--- config.mk ---
export PLATFORM = sky130hd
export DESIGN_NAME = ictim_core
export DESIGN_NICKNAME = d
export VERILOG_FILES = /design/src/hdl/ictim_pkg.sv /design/src/hdl/ictim_table.sv /design/src/hdl/ictim_core.sv
export SDC_FILE = /design/constraint.sdc
export NUM_CORES = 1
export LEC_CHECK = 0
export BUFFER_PORTS_ARGS = -buffer_cell sky130_fd_sc_hd__buf_2
export CORE_UTILIZATION = 55
export CTS_CLUSTER_DIAMETER = 120
export CTS_CLUSTER_SIZE = 30
export DETAILED_ROUTE_END_ITERATION = 10
export PLACE_DENSITY = 0.77
export SYNTH_ARGS = -nofsm -noshare
export SYNTH_HDL_FRONTEND = slang
export SYNTH_SLANG_ARGS = --single-unit
export TNS_END_PERCENT = 10
--- constraint.sdc ---
create_clock -name clk_in -period 2.4 [get_ports clk_in]
set_clock_uncertainty 0.2 [all_clocks]
set_input_delay 0.24 -clock clk_in [delete_from_list [all_inputs] [get_ports clk_in]]
set_output_delay 0.24 -clock clk_in [all_outputs]
set_load 0.02 [all_outputs]
--- src/hdl/ictim_pkg.sv ---
/*
 * Package for the instruction cycle timing block: operation codes,
 * operand forms, bus-width variants and all clock-count figures.
 * Assumes nothing of its surroundings beyond a single processor clock.
 */
package ictim_pkg;

    typedef enum logic [3:0] {
        OP_SHIFT_LEFT_ONE = 4'h0,
        OP_SHIFT_LEFT_CNT = 4'h1,
        OP_SHIFT_RIGHT_ONE = 4'h2,
        OP_SHIFT_RIGHT_CNT = 4'h3,
        OP_SHIFT_RIGHT_IMM = 4'h4,
        OP_SUB_IMM_ACC = 4'h5,
        OP_SUB_IMM_RM = 4'h6,
        OP_SUB_REG_RM = 4'h7,
        OP_STRING_STORE = 4'h8,
        OP_TEST_IMM_ACC = 4'h9,
        OP_TEST_IMM_RM = 4'hA,
        OP_TEST_REG_RM = 4'hB,
        OP_EXCH_ACC = 4'hC,
        OP_EXCH_REG_RM = 4'hD,
        OP_XOR_IMM_ACC = 4'hE,
        OP_XOR_IMM_RM = 4'hF
    } ictim_op_e;

    // the register/memory xor form has no free 4-bit code, so a fifth bit selects it
    localparam logic [4:0] OP_XOR_REG_RM = 5'h10;
    localparam int OP_W = 5;
    localparam int CYC_W = 8;
    localparam int CNT_W = 16;
    localparam int TOT_W = 20;

    // per-variant pair: register form, memory form
    typedef struct packed {
        logic [CYC_W-1:0] reg_cyc;
        logic [CYC_W-1:0] mem_cyc;
    } ictim_pair_s;

    localparam logic [CYC_W-1:0] C1 = 8'h01;
    localparam logic [CYC_W-1:0] C2 = 8'h02;
    localparam logic [CYC_W-1:0] C3 = 8'h03;

    // wide-bus figures, memory form except W_LEFT_ONE and the string pair, which serve both forms; left and right are the logical shifts
    localparam logic [CYC_W-1:0] W_LEFT_ONE = 8'h05;
    localparam logic [CYC_W-1:0] W_LEFT_CNT = 8'h14;
    localparam logic [CYC_W-1:0] W_RIGHT_ONE = 8'h05;
    localparam logic [CYC_W-1:0] W_RIGHT_CNT = 8'h14;
    localparam logic [CYC_W-1:0] W_RIGHT_IMM = 8'h0B;
    localparam logic [CYC_W-1:0] W_SUB_IMM = 8'h0B;
    localparam logic [CYC_W-1:0] W_SUB_REG = 8'h0F;
    localparam logic [CYC_W-1:0] W_TEST_IMM = 8'h10;
    localparam logic [CYC_W-1:0] W_TEST_REG = 8'h0C;
    localparam logic [CYC_W-1:0] W_EXCH = 8'h10;
    localparam logic [CYC_W-1:0] W_XOR_IMM = 8'h0B;
    localparam logic [CYC_W-1:0] W_XOR_REG = 8'h10;
    localparam logic [CYC_W-1:0] W_STR_BASE = 8'h06;
    localparam logic [CYC_W-1:0] W_STR_EACH = 8'h04;

    // narrow-bus figures: memory forms, and both forms of the string store
    localparam logic [CYC_W-1:0] N_LEFT_ONE = 8'h20;
    localparam logic [CYC_W-1:0] N_LEFT_CNT = 8'h18;
    localparam logic [CYC_W-1:0] N_RIGHT_ONE = 8'h18;
    localparam logic [CYC_W-1:0] N_RIGHT_CNT = 8'h1C;
    localparam logic [CYC_W-1:0] N_RIGHT_IMM = 8'h18;
    localparam logic [CYC_W-1:0] N_SUB_IMM = 8'h1C;
    localparam logic [CYC_W-1:0] N_SUB_REG = 8'h28;
    localparam logic [CYC_W-1:0] N_TEST_IMM = 8'h10;
    localparam logic [CYC_W-1:0] N_TEST_REG = 8'h14;
    localparam logic [CYC_W-1:0] N_EXCH = 8'h14;
    localparam logic [CYC_W-1:0] N_XOR_IMM = 8'h20;
    localparam logic [CYC_W-1:0] N_XOR_REG = 8'h20;
    localparam logic [CYC_W-1:0] N_STR_BASE = 8'h08;
    localparam logic [CYC_W-1:0] N_STR_EACH = 8'h08;

    typedef enum logic [1:0] {
        ST_IDLE = 2'b00,
        ST_BUSY = 2'b01,
        ST_DONE = 2'b10
    } ictim_state_e;

endpackage

--- src/hdl/ictim_table.sv ---
/*
 * Combinational table of execution clocks per operation and variant.
 * Assumes the caller selects register or memory form and bus width.
 */
module ictim_table (
    // request
    input wire logic [ictim_pkg::OP_W-1:0] op_in,
    input wire logic mem_in,
    input wire logic narrow_in,
    input wire logic [ictim_pkg::CNT_W-1:0] count_in,
    // result
    output logic [ictim_pkg::TOT_W-1:0] cycles_out,
    output logic legal_out
);

    function automatic logic [ictim_pkg::CYC_W-1:0] pick(
        input logic narrow,
        input logic mem,
        input logic [ictim_pkg::CYC_W-1:0] reg_cyc,
        input logic [ictim_pkg::CYC_W-1:0] wide_mem,
        input logic [ictim_pkg::CYC_W-1:0] narrow_mem
    );
        logic [ictim_pkg::CYC_W-1:0] r;
        r = reg_cyc;
        if (mem) begin
            r = narrow ? narrow_mem : wide_mem;
        end
        return r;
    endfunction

    logic [ictim_pkg::CYC_W-1:0] base;
    logic [ictim_pkg::CYC_W-1:0] each;
    logic [ictim_pkg::TOT_W-1:0] prod;

    always_comb begin
        base = ictim_pkg::C1;
        each = '0;
        legal_out = 1'b1;
        if (op_in == ictim_pkg::OP_XOR_REG_RM) begin
            base = pick(narrow_in, mem_in, ictim_pkg::C1, ictim_pkg::W_XOR_REG,
                        ictim_pkg::N_XOR_REG);
        end else if (op_in[4]) begin
            legal_out = 1'b0;
        end else begin
            unique case (ictim_pkg::ictim_op_e'(op_in[3:0]))
                ictim_pkg::OP_SHIFT_LEFT_ONE: begin
                    base = pick(narrow_in, mem_in, ictim_pkg::C1, ictim_pkg::W_LEFT_ONE,
                                ictim_pkg::N_LEFT_ONE);
                    if (!narrow_in) begin
                        base = ictim_pkg::W_LEFT_ONE;
                    end
                end
                ictim_pkg::OP_SHIFT_LEFT_CNT: begin
                    base = pick(narrow_in, mem_in, ictim_pkg::C1, ictim_pkg::W_LEFT_CNT,
                                ictim_pkg::N_LEFT_CNT);
                end
                ictim_pkg::OP_SHIFT_RIGHT_ONE: begin
                    base = pick(narrow_in, mem_in, ictim_pkg::C1, ictim_pkg::W_RIGHT_ONE,
                                ictim_pkg::N_RIGHT_ONE);
                end
                ictim_pkg::OP_SHIFT_RIGHT_CNT: begin
                    base = pick(narrow_in, mem_in, ictim_pkg::C1, ictim_pkg::W_RIGHT_CNT,
                                ictim_pkg::N_RIGHT_CNT);
                end
                ictim_pkg::OP_SHIFT_RIGHT_IMM: begin
                    base = pick(narrow_in, mem_in, ictim_pkg::C1, ictim_pkg::W_RIGHT_IMM,
                                ictim_pkg::N_RIGHT_IMM);
                end
                ictim_pkg::OP_SUB_IMM_ACC: begin
                    base = ictim_pkg::C1;
                end
                ictim_pkg::OP_SUB_IMM_RM: begin
                    base = pick(narrow_in, mem_in, ictim_pkg::C1, ictim_pkg::W_SUB_IMM,
                                ictim_pkg::N_SUB_IMM);
                end
                ictim_pkg::OP_SUB_REG_RM: begin
                    base = pick(narrow_in, mem_in, ictim_pkg::C1, ictim_pkg::W_SUB_REG,
                                ictim_pkg::N_SUB_REG);
                end
                ictim_pkg::OP_STRING_STORE: begin
                    base = narrow_in ? ictim_pkg::N_STR_BASE : ictim_pkg::W_STR_BASE;
                    each = narrow_in ? ictim_pkg::N_STR_EACH : ictim_pkg::W_STR_EACH;
                end
                ictim_pkg::OP_TEST_IMM_ACC: begin
                    base = ictim_pkg::C1;
                end
                ictim_pkg::OP_TEST_IMM_RM: begin
                    base = pick(narrow_in, mem_in, ictim_pkg::C1, ictim_pkg::W_TEST_IMM,
                                ictim_pkg::N_TEST_IMM);
                end
                ictim_pkg::OP_TEST_REG_RM: begin
                    base = pick(narrow_in, mem_in, ictim_pkg::C1, ictim_pkg::W_TEST_REG,
                                ictim_pkg::N_TEST_REG);
                end
                ictim_pkg::OP_EXCH_ACC: begin
                    base = ictim_pkg::C2;
                end
                ictim_pkg::OP_EXCH_REG_RM: begin
                    base = pick(narrow_in, mem_in, ictim_pkg::C3, ictim_pkg::W_EXCH,
                                ictim_pkg::N_EXCH);
                end
                ictim_pkg::OP_XOR_IMM_ACC: begin
                    base = ictim_pkg::C1;
                end
                ictim_pkg::OP_XOR_IMM_RM: begin
                    base = pick(narrow_in, mem_in, ictim_pkg::C1, ictim_pkg::W_XOR_IMM,
                                ictim_pkg::N_XOR_IMM);
                end
            endcase
        end
        prod = ictim_pkg::TOT_W'({4'h0, count_in} * {12'h000, each});
        cycles_out = ictim_pkg::TOT_W'({12'h000, base}) + prod;
    end

endmodule

--- src/hdl/ictim_core.sv ---
/*
 * Execution timing sequencer: takes one instruction request, looks up
 * its clock count and holds busy for exactly that many clocks, then
 * pulses done. Assumes requests come from logic on the same clock.
 */
module ictim_core (
    // clock and reset
    input wire logic clk_in,
    input wire logic reset_n_in,
    // request
    input wire logic start_in,
    input wire logic [ictim_pkg::OP_W-1:0] op_in,
    input wire logic mem_operand_in,
    input wire logic narrow_bus_in,
    input wire logic [ictim_pkg::CNT_W-1:0] repeat_count_in,
    // status
    output logic busy_out,
    output logic done_out,
    output logic illegal_out,
    output logic [ictim_pkg::TOT_W-1:0] cycles_out
);

    typedef struct packed {
        ictim_pkg::ictim_state_e state;
        logic [ictim_pkg::TOT_W-1:0] remain;
        logic [ictim_pkg::TOT_W-1:0] cycles;
        logic busy;
        logic done;
        logic illegal;
    } ictim_core_s;

    ictim_core_s st_r;
    ictim_core_s st_nxt;

    logic [ictim_pkg::TOT_W-1:0] lookup_cycles;
    logic lookup_legal;

    ictim_table u_table (
        .op_in(op_in),
        .mem_in(mem_operand_in),
        .narrow_in(narrow_bus_in),
        .count_in(repeat_count_in),
        .cycles_out(lookup_cycles),
        .legal_out(lookup_legal)
    );

    localparam logic [ictim_pkg::TOT_W-1:0] ONE = 20'h00001;

    always_comb begin
        st_nxt = st_r;
        st_nxt.done = 1'b0;
        st_nxt.illegal = 1'b0;
        unique case (st_r.state)
            ictim_pkg::ST_IDLE, ictim_pkg::ST_DONE: begin
                st_nxt.state = ictim_pkg::ST_IDLE;
                if (start_in) begin
                    if (!lookup_legal) begin
                        st_nxt.illegal = 1'b1;
                    end else begin
                        // busy stands for exactly the looked-up number of clocks
                        st_nxt.cycles = lookup_cycles;
                        st_nxt.remain = lookup_cycles - ONE;
                        st_nxt.busy = 1'b1;
                        st_nxt.state = ictim_pkg::ST_BUSY;
                    end
                end
            end
            ictim_pkg::ST_BUSY: begin
                if (st_r.remain == '0) begin
                    st_nxt.busy = 1'b0;
                    st_nxt.done = 1'b1;
                    st_nxt.state = ictim_pkg::ST_DONE;
                end else begin
                    st_nxt.remain = st_r.remain - ONE;
                end
            end
            default: begin
                st_nxt.state = ictim_pkg::ST_IDLE;
                st_nxt.busy = 1'b0;
            end
        endcase
    end

    always_ff @(posedge clk_in or negedge reset_n_in) begin
        if (!reset_n_in) begin
            st_r <= '{state: ictim_pkg::ST_IDLE, remain: '0, cycles: '0,
                      busy: 1'b0, done: 1'b0, illegal: 1'b0};
        end else begin
            st_r <= st_nxt;
        end
    end

    assign busy_out = st_r.busy;
    assign done_out = st_r.done;
    assign illegal_out = st_r.illegal;
    assign cycles_out = st_r.cycles;

endmodule

# After elaboration in Yosys (flattened, before gate mapping)
# Cells that the tools add are included.
# totals
ff_bits	45
latch_bits	0
ramBits	0
rom_bits	0
out_inout_bits	23
word_cells	86
n_memories	0
# classes
add_sub_neg	3
n_mul	1
div	0
magnitude_cmp	0
n_eq_ne	22
n_shift	0
n_mux	45
n_bitwise	0
n_reduce_logical	9
# op_table
operator	count
$mux 8	15
$pmux 8 s14	1
$mux 43	1
$mux 42	1
$pmux 20 s2	1
$sub 20x1->20 const B	2
$eq 4x4->1 const B	8
$mux 6	5
$mux 5	5
$add 8x20->20	1
$logic_not 20->1	1
$mul 16x8->20	1
$mux 20	1
$eq 4x3->1 const B	4
$mux 4	4
$eq 4x2->1 const B	2
$ne 2x2->1 const B	4
$mux 1	6
$reduce_and 3->1	2
$eq 5x5->1 const B	1
$eq 4x1->1 const B	1
$logic_not 4->1	1
$mux 2	2
$pmux 2 s2	1
other kinds (9)	9

# Logic depth before layout (Yosys ltp)
# depth
word_depth	10
depth_mapped	20
depth_no_buf	19

# Modules after synthesis
# Synthesis repeated with hierarchy kept, for this count alone.
# hier_totals
cells_unflattened	506
hier_area_um2	4524.3
# modules_own_cells
module	instances	cells_each	area_each_um2	seq_area_each_um2
ictim_core	1	267	2625.0	1126.1
ictim_table	1	239	1899.3	0.0

# Worst setup path before layout
# Ideal clock, no wire load.
# synth_timing
path_type	input to register
startpoint	input op_in[1] in the netlist's numbering
endpoint	register st_r[41] in the netlist's numbering
setup_ns	0.092
arrival_time_ns	4.563
required_ns	2.108
setup_slack_ns	-2.455
stages	18
n_path_buf	1
path_cell_list	nor2_1 -> and4b_1 -> clkbuf_1 -> and2_1 -> ha_1 -> ha_1 -> ha_1 -> fa_1 -> inv_1 -> fa_1 -> nand2b_1 -> a211oi_2 -> or2_1 -> a311oi_2 -> or2_4 -> nor4b_4 -> a21oi_1 -> o31ai_2
# synth_via
elab_chain_len	10
elab_cells_between_ends	33
classes_between	2 x add/sub; 1 x mul; 17 x eq/ne; 10 x mux; 3 x reduce/logical
# synth_lines
item	line	text
start: declaration	ictim_core.sv:12	input wire logic [ictim_pkg::OP_W-1:0] op_in,
$eq 4x4->1 / $eq 4x3->1 (equally long branches)	ictim_table.sv:45	unique case (ictim_pkg::ictim_op_e'(op_in[3:0]))
$mux 8 / $reduce_or 3->1 (equally long branches)	--	
$mux 8 / $pmux 8 s14 (equally long branches)	ictim_table.sv:42, ictim_table.sv:45	
$mux 8 (on tied branches)	ictim_table.sv:39, ictim_table.sv:42	
$mul 16x8->20 / $mux 8 (equally long branches)	ictim_table.sv:111, ictim_table.sv:39	
$add 8x20->20	ictim_table.sv:112	cycles_out = ictim_pkg::TOT_W'({12'h000, base}) + prod;
$sub 20x1->20	ictim_core.sv:62	st_nxt.remain = lookup_cycles - ONE;
$mux 42	ictim_core.sv:57	if (!lookup_legal) begin
$mux 43	ictim_core.sv:56	if (start_in) begin
$pmux 20 s2	ictim_core.sv:53	unique case (st_r.state)
end signal: assignment	ictim_core.sv:86	st_r <= '{state: ictim_pkg::ST_IDLE, remain: '0, cycles: '0,
end signal: assignment	ictim_core.sv:89	st_r <= st_nxt;
end: declaration	ictim_core.sv:32	ictim_core_s st_r;
# Several ways; a longest one is shown, not always the timed one. The select of a mux whose other input is x is not followed.
# A chain may end at the register's enable or synchronous reset.

# Worst setup path after layout
# layout_timing
startpoint	input op_in[3] in the netlist's numbering
endpoint	register st_r[41] in the netlist's numbering
# Same word-level chain as after synthesis.

==> flow_summary.json <==
{
  "outcome": "complete, but fails checks",
  "violations": "setup timing",
  "num_vias": 5008,
  "diodes": 0,
  "die-area_um2": 9060,
  "setup_slack_ps": -1810,
  "cts-root-to-sink-buffers": 2,
  "grt_pass1_wl_mm": 22.4,
  "synth_commonest_cells": "69 x nand2_1, 63 x ha_1, 47 x o21ai_0",
  "cts_root_buf": "clkbuf_8",
  "fin_util": 0.790,
  "synth_warnings": 0,
  "p_leak_uw": 0.00327,
  "drt_iter0_markers": 295,
  "port_buffers": 48,
  "slew_headroom": 0.616,
  "totalWireLength_mm": 14.2,
  "synth_top_area_frac": 0.236,
  "worstMarginPinSlew_ps": 577,
  "instances_no_fill": 823,
  "antenna_found_initial": 0,
  "critPathKind": "in -> reg",
  "synthFlopType": "dfrtp_1",
  "clock.fmax_mhz": 237,
  "insertion_delay_ps": 310,
  "chipHeight_um": 95.2,
  "synthArstFlopShare": 1.00,
  "grt_max_degree": 46,
  "rsz0062_at_grt": "true",
  "rows": 33,
  "synth.distinct_cells": 73,
  "crit_fanout": 6,
  "slew_viol_final": 0,
  "post-place-cells": 805,
  "fp.dieW_um": 95.2,
  "cp.arrival_ps": 4200,
  "start_util": 0.575,
  "setup_tns_ps": -40100,
  "coreArea_um2": 8300,
  "critPathCaptureType": "register",
  "crit_path_frequent_cell": "ha_4",
  "hold_class": "in -> reg",
  "cp.required_ps": 2390,
  "cts_tree": "yes",
  "routedWlPerCell_um": 17.3,
  "grt_usage": 0.313,
  "fin_nets": 810,
  "numCtsBuffers": 5,
  "syn_nets": 672,
  "pwr_density_cell_nw_per_um2": 254,
  "path_cells": "buf_8 > nor2b_4 > and4b_2 > and2_1 > ha_4 > ha_4 > ha_4 > ha_1 > ha_2 > inv_2 > fa_2 > nand2b_4 > a211oi_4 > or2_1 > a311oi_2 > or2_4 > nor4b_4 > and3_4 > o31ai_2",
  "vdd_drop_max_uv": 208,
  "fillers": 492,
  "setup_violations": 33,
  "htree_num_levels": 2,
  "synth_area_per_cell_um2": 8.25,
  "drive_gt1_frac": 0.403,
  "drc_errors": 0,
  "gp_congestion": 0.912,
  "netlist_area_um2": 4780,
  "synthToLayoutAreaGrowth_pct": 37.3,
  "synth_seq_area_share": 0.236,
  "cts.sinks": 45,
  "fin_area_um2": 6560,
  "synth_top_cell_by_area": "dfrtp_1",
  "start_kind": "input pin",
  "fin_crit_sh": 1.75,
  "hold_violations": 0,
  "synth.area.top_cells": "dfrtp_1 24%, ha_1 17%, nand2_1 5.4%",
  "synth.most_common_cell": "nand2_1",
  "pin_count": 49,
  "hpwlAfterDp_mm": 9.79,
  "dpl_cell_area_um2": 5880,
  "slowest_stage": "fa_2",
  "drt_first_pass_iters": 5,
  "period_needed_ps": 4210,
  "path_clk_slew_ps": 90,
  "worst_hold_slack_ps": 68.2,
  "synth_edf_count": 0,
  "grt-ovfl-total": 0,
  "viasPerCell": 6.09,
  "drtAntennaViolNets": 0,
  "slowest_delay_ps": 380,
  "r2r_slack_ps": -120,
  "grt_pass1_vias": 4931,
  "synthCells": 579,
  "maxCapViolCount": 0,
  "synth-seq-cells": 45
}
-- kinds of logic (layout without fill, tap and decap cells) --
kind of cell,count (synthesis),in the layout,share of synthesized area
simple gates,235,235,0.261
xor+xnor,26,26,0.0477
mux,1,1,0.00236
buf+inv,65,204,0.0760
compound gates,140,140,0.195
flops,45,45,0.236
fa+ha+maj,67,67,0.182
-- cell type report --
cell class	count	area, µm²	share of cell area
repair buffers	176	1280	0.195
well taps	105	131	0.0200
multi-input cells	469	3850	0.588
clock inverters	3	25.0	0.00382
flip-flops and latches	45	1130	0.172
clock buffers	5	68.8	0.0105
inverters	20	75.1	0.0115
-- stage by stage --
step,worst slack (ps),total power (µW)
after detailed placement,-2190,1110
after CTS,-1660,1650
after floorplan,-1930,959
after global routing,-1960,1730
final,-1810,1660
after global placement,-2020,1090
-- power breakdown --
part,internal [µW],switching [µW]
Sequential,768,10.8
Combinational,186,189
Clock,213,297
-- cell usage in the layout, fill, tap and decap left out, types with 7 or more instances in the layout --
cell      netlist  routed
o21ai_1         1       8
buf_4          21     121
ha_1           63      45
nor3_1         15      11
xnor2_1        16      11
dfrtp_1        45      45
a21oi_2         1       7
o21ai_0        47      38
nor2_1         36      29
ha_4            0      16
buf_2           4      44
a21oi_1        29      23
nand2b_1       12       9
nand3_1        14      11
and2_1         34      30
nand2_1        69      66
inv_1          19      18
-- flip-flops by register name, summed over array words and instances (netlist names) --
name / flops
busy_out: 1
cycles_out: 20
done_out: 1
illegal_out: 1
st_r: 22
-- per-layer routing --
layer	vias to the layer above	part of all wire	GRT usage	wire [µm]
li1	2321	-	-	-
met1	2376	0.40	0.377	5710
met2	244	0.49	0.548	7050
met3	67	0.055	0.0407	781
met4	0	0.050	0.149	709
met5	-	0	0	0
-- final timing paths --
kind,cells past startpoint,startpoint,endpoint
worst max register to register,7,st_r[24],st_r[38]
min in group asynchronous,3,reset_n_in,st_r[25]
max in group asynchronous,3,reset_n_in,cycles_out[11]
worst min register to register,2,cycles_out[1],cycles_out[1]
worst max-delay path,19,op_in[3],st_r[41]
worst min-delay path,3,start_in,illegal_out
-- repair_timing --
action                     4_1_cts  5_1_grt
pin swaps                       37       16
setup endpoints to repair       35       35
gates resized for setup         66       33
hold buffers                     1        0
setup buffers                    7        2
hold endpoints to repair        45        0
-- critical path, delay by kind of cell --
kind	cells	cell delay, ps
AO/OA/AOI/OAI	3	520
AND/OR/NAND/NOR	8	1840
buffers and inverters	2	140
adder cells (fa/ha/maj)	6	1460
(Power assumes the default switching activity.)
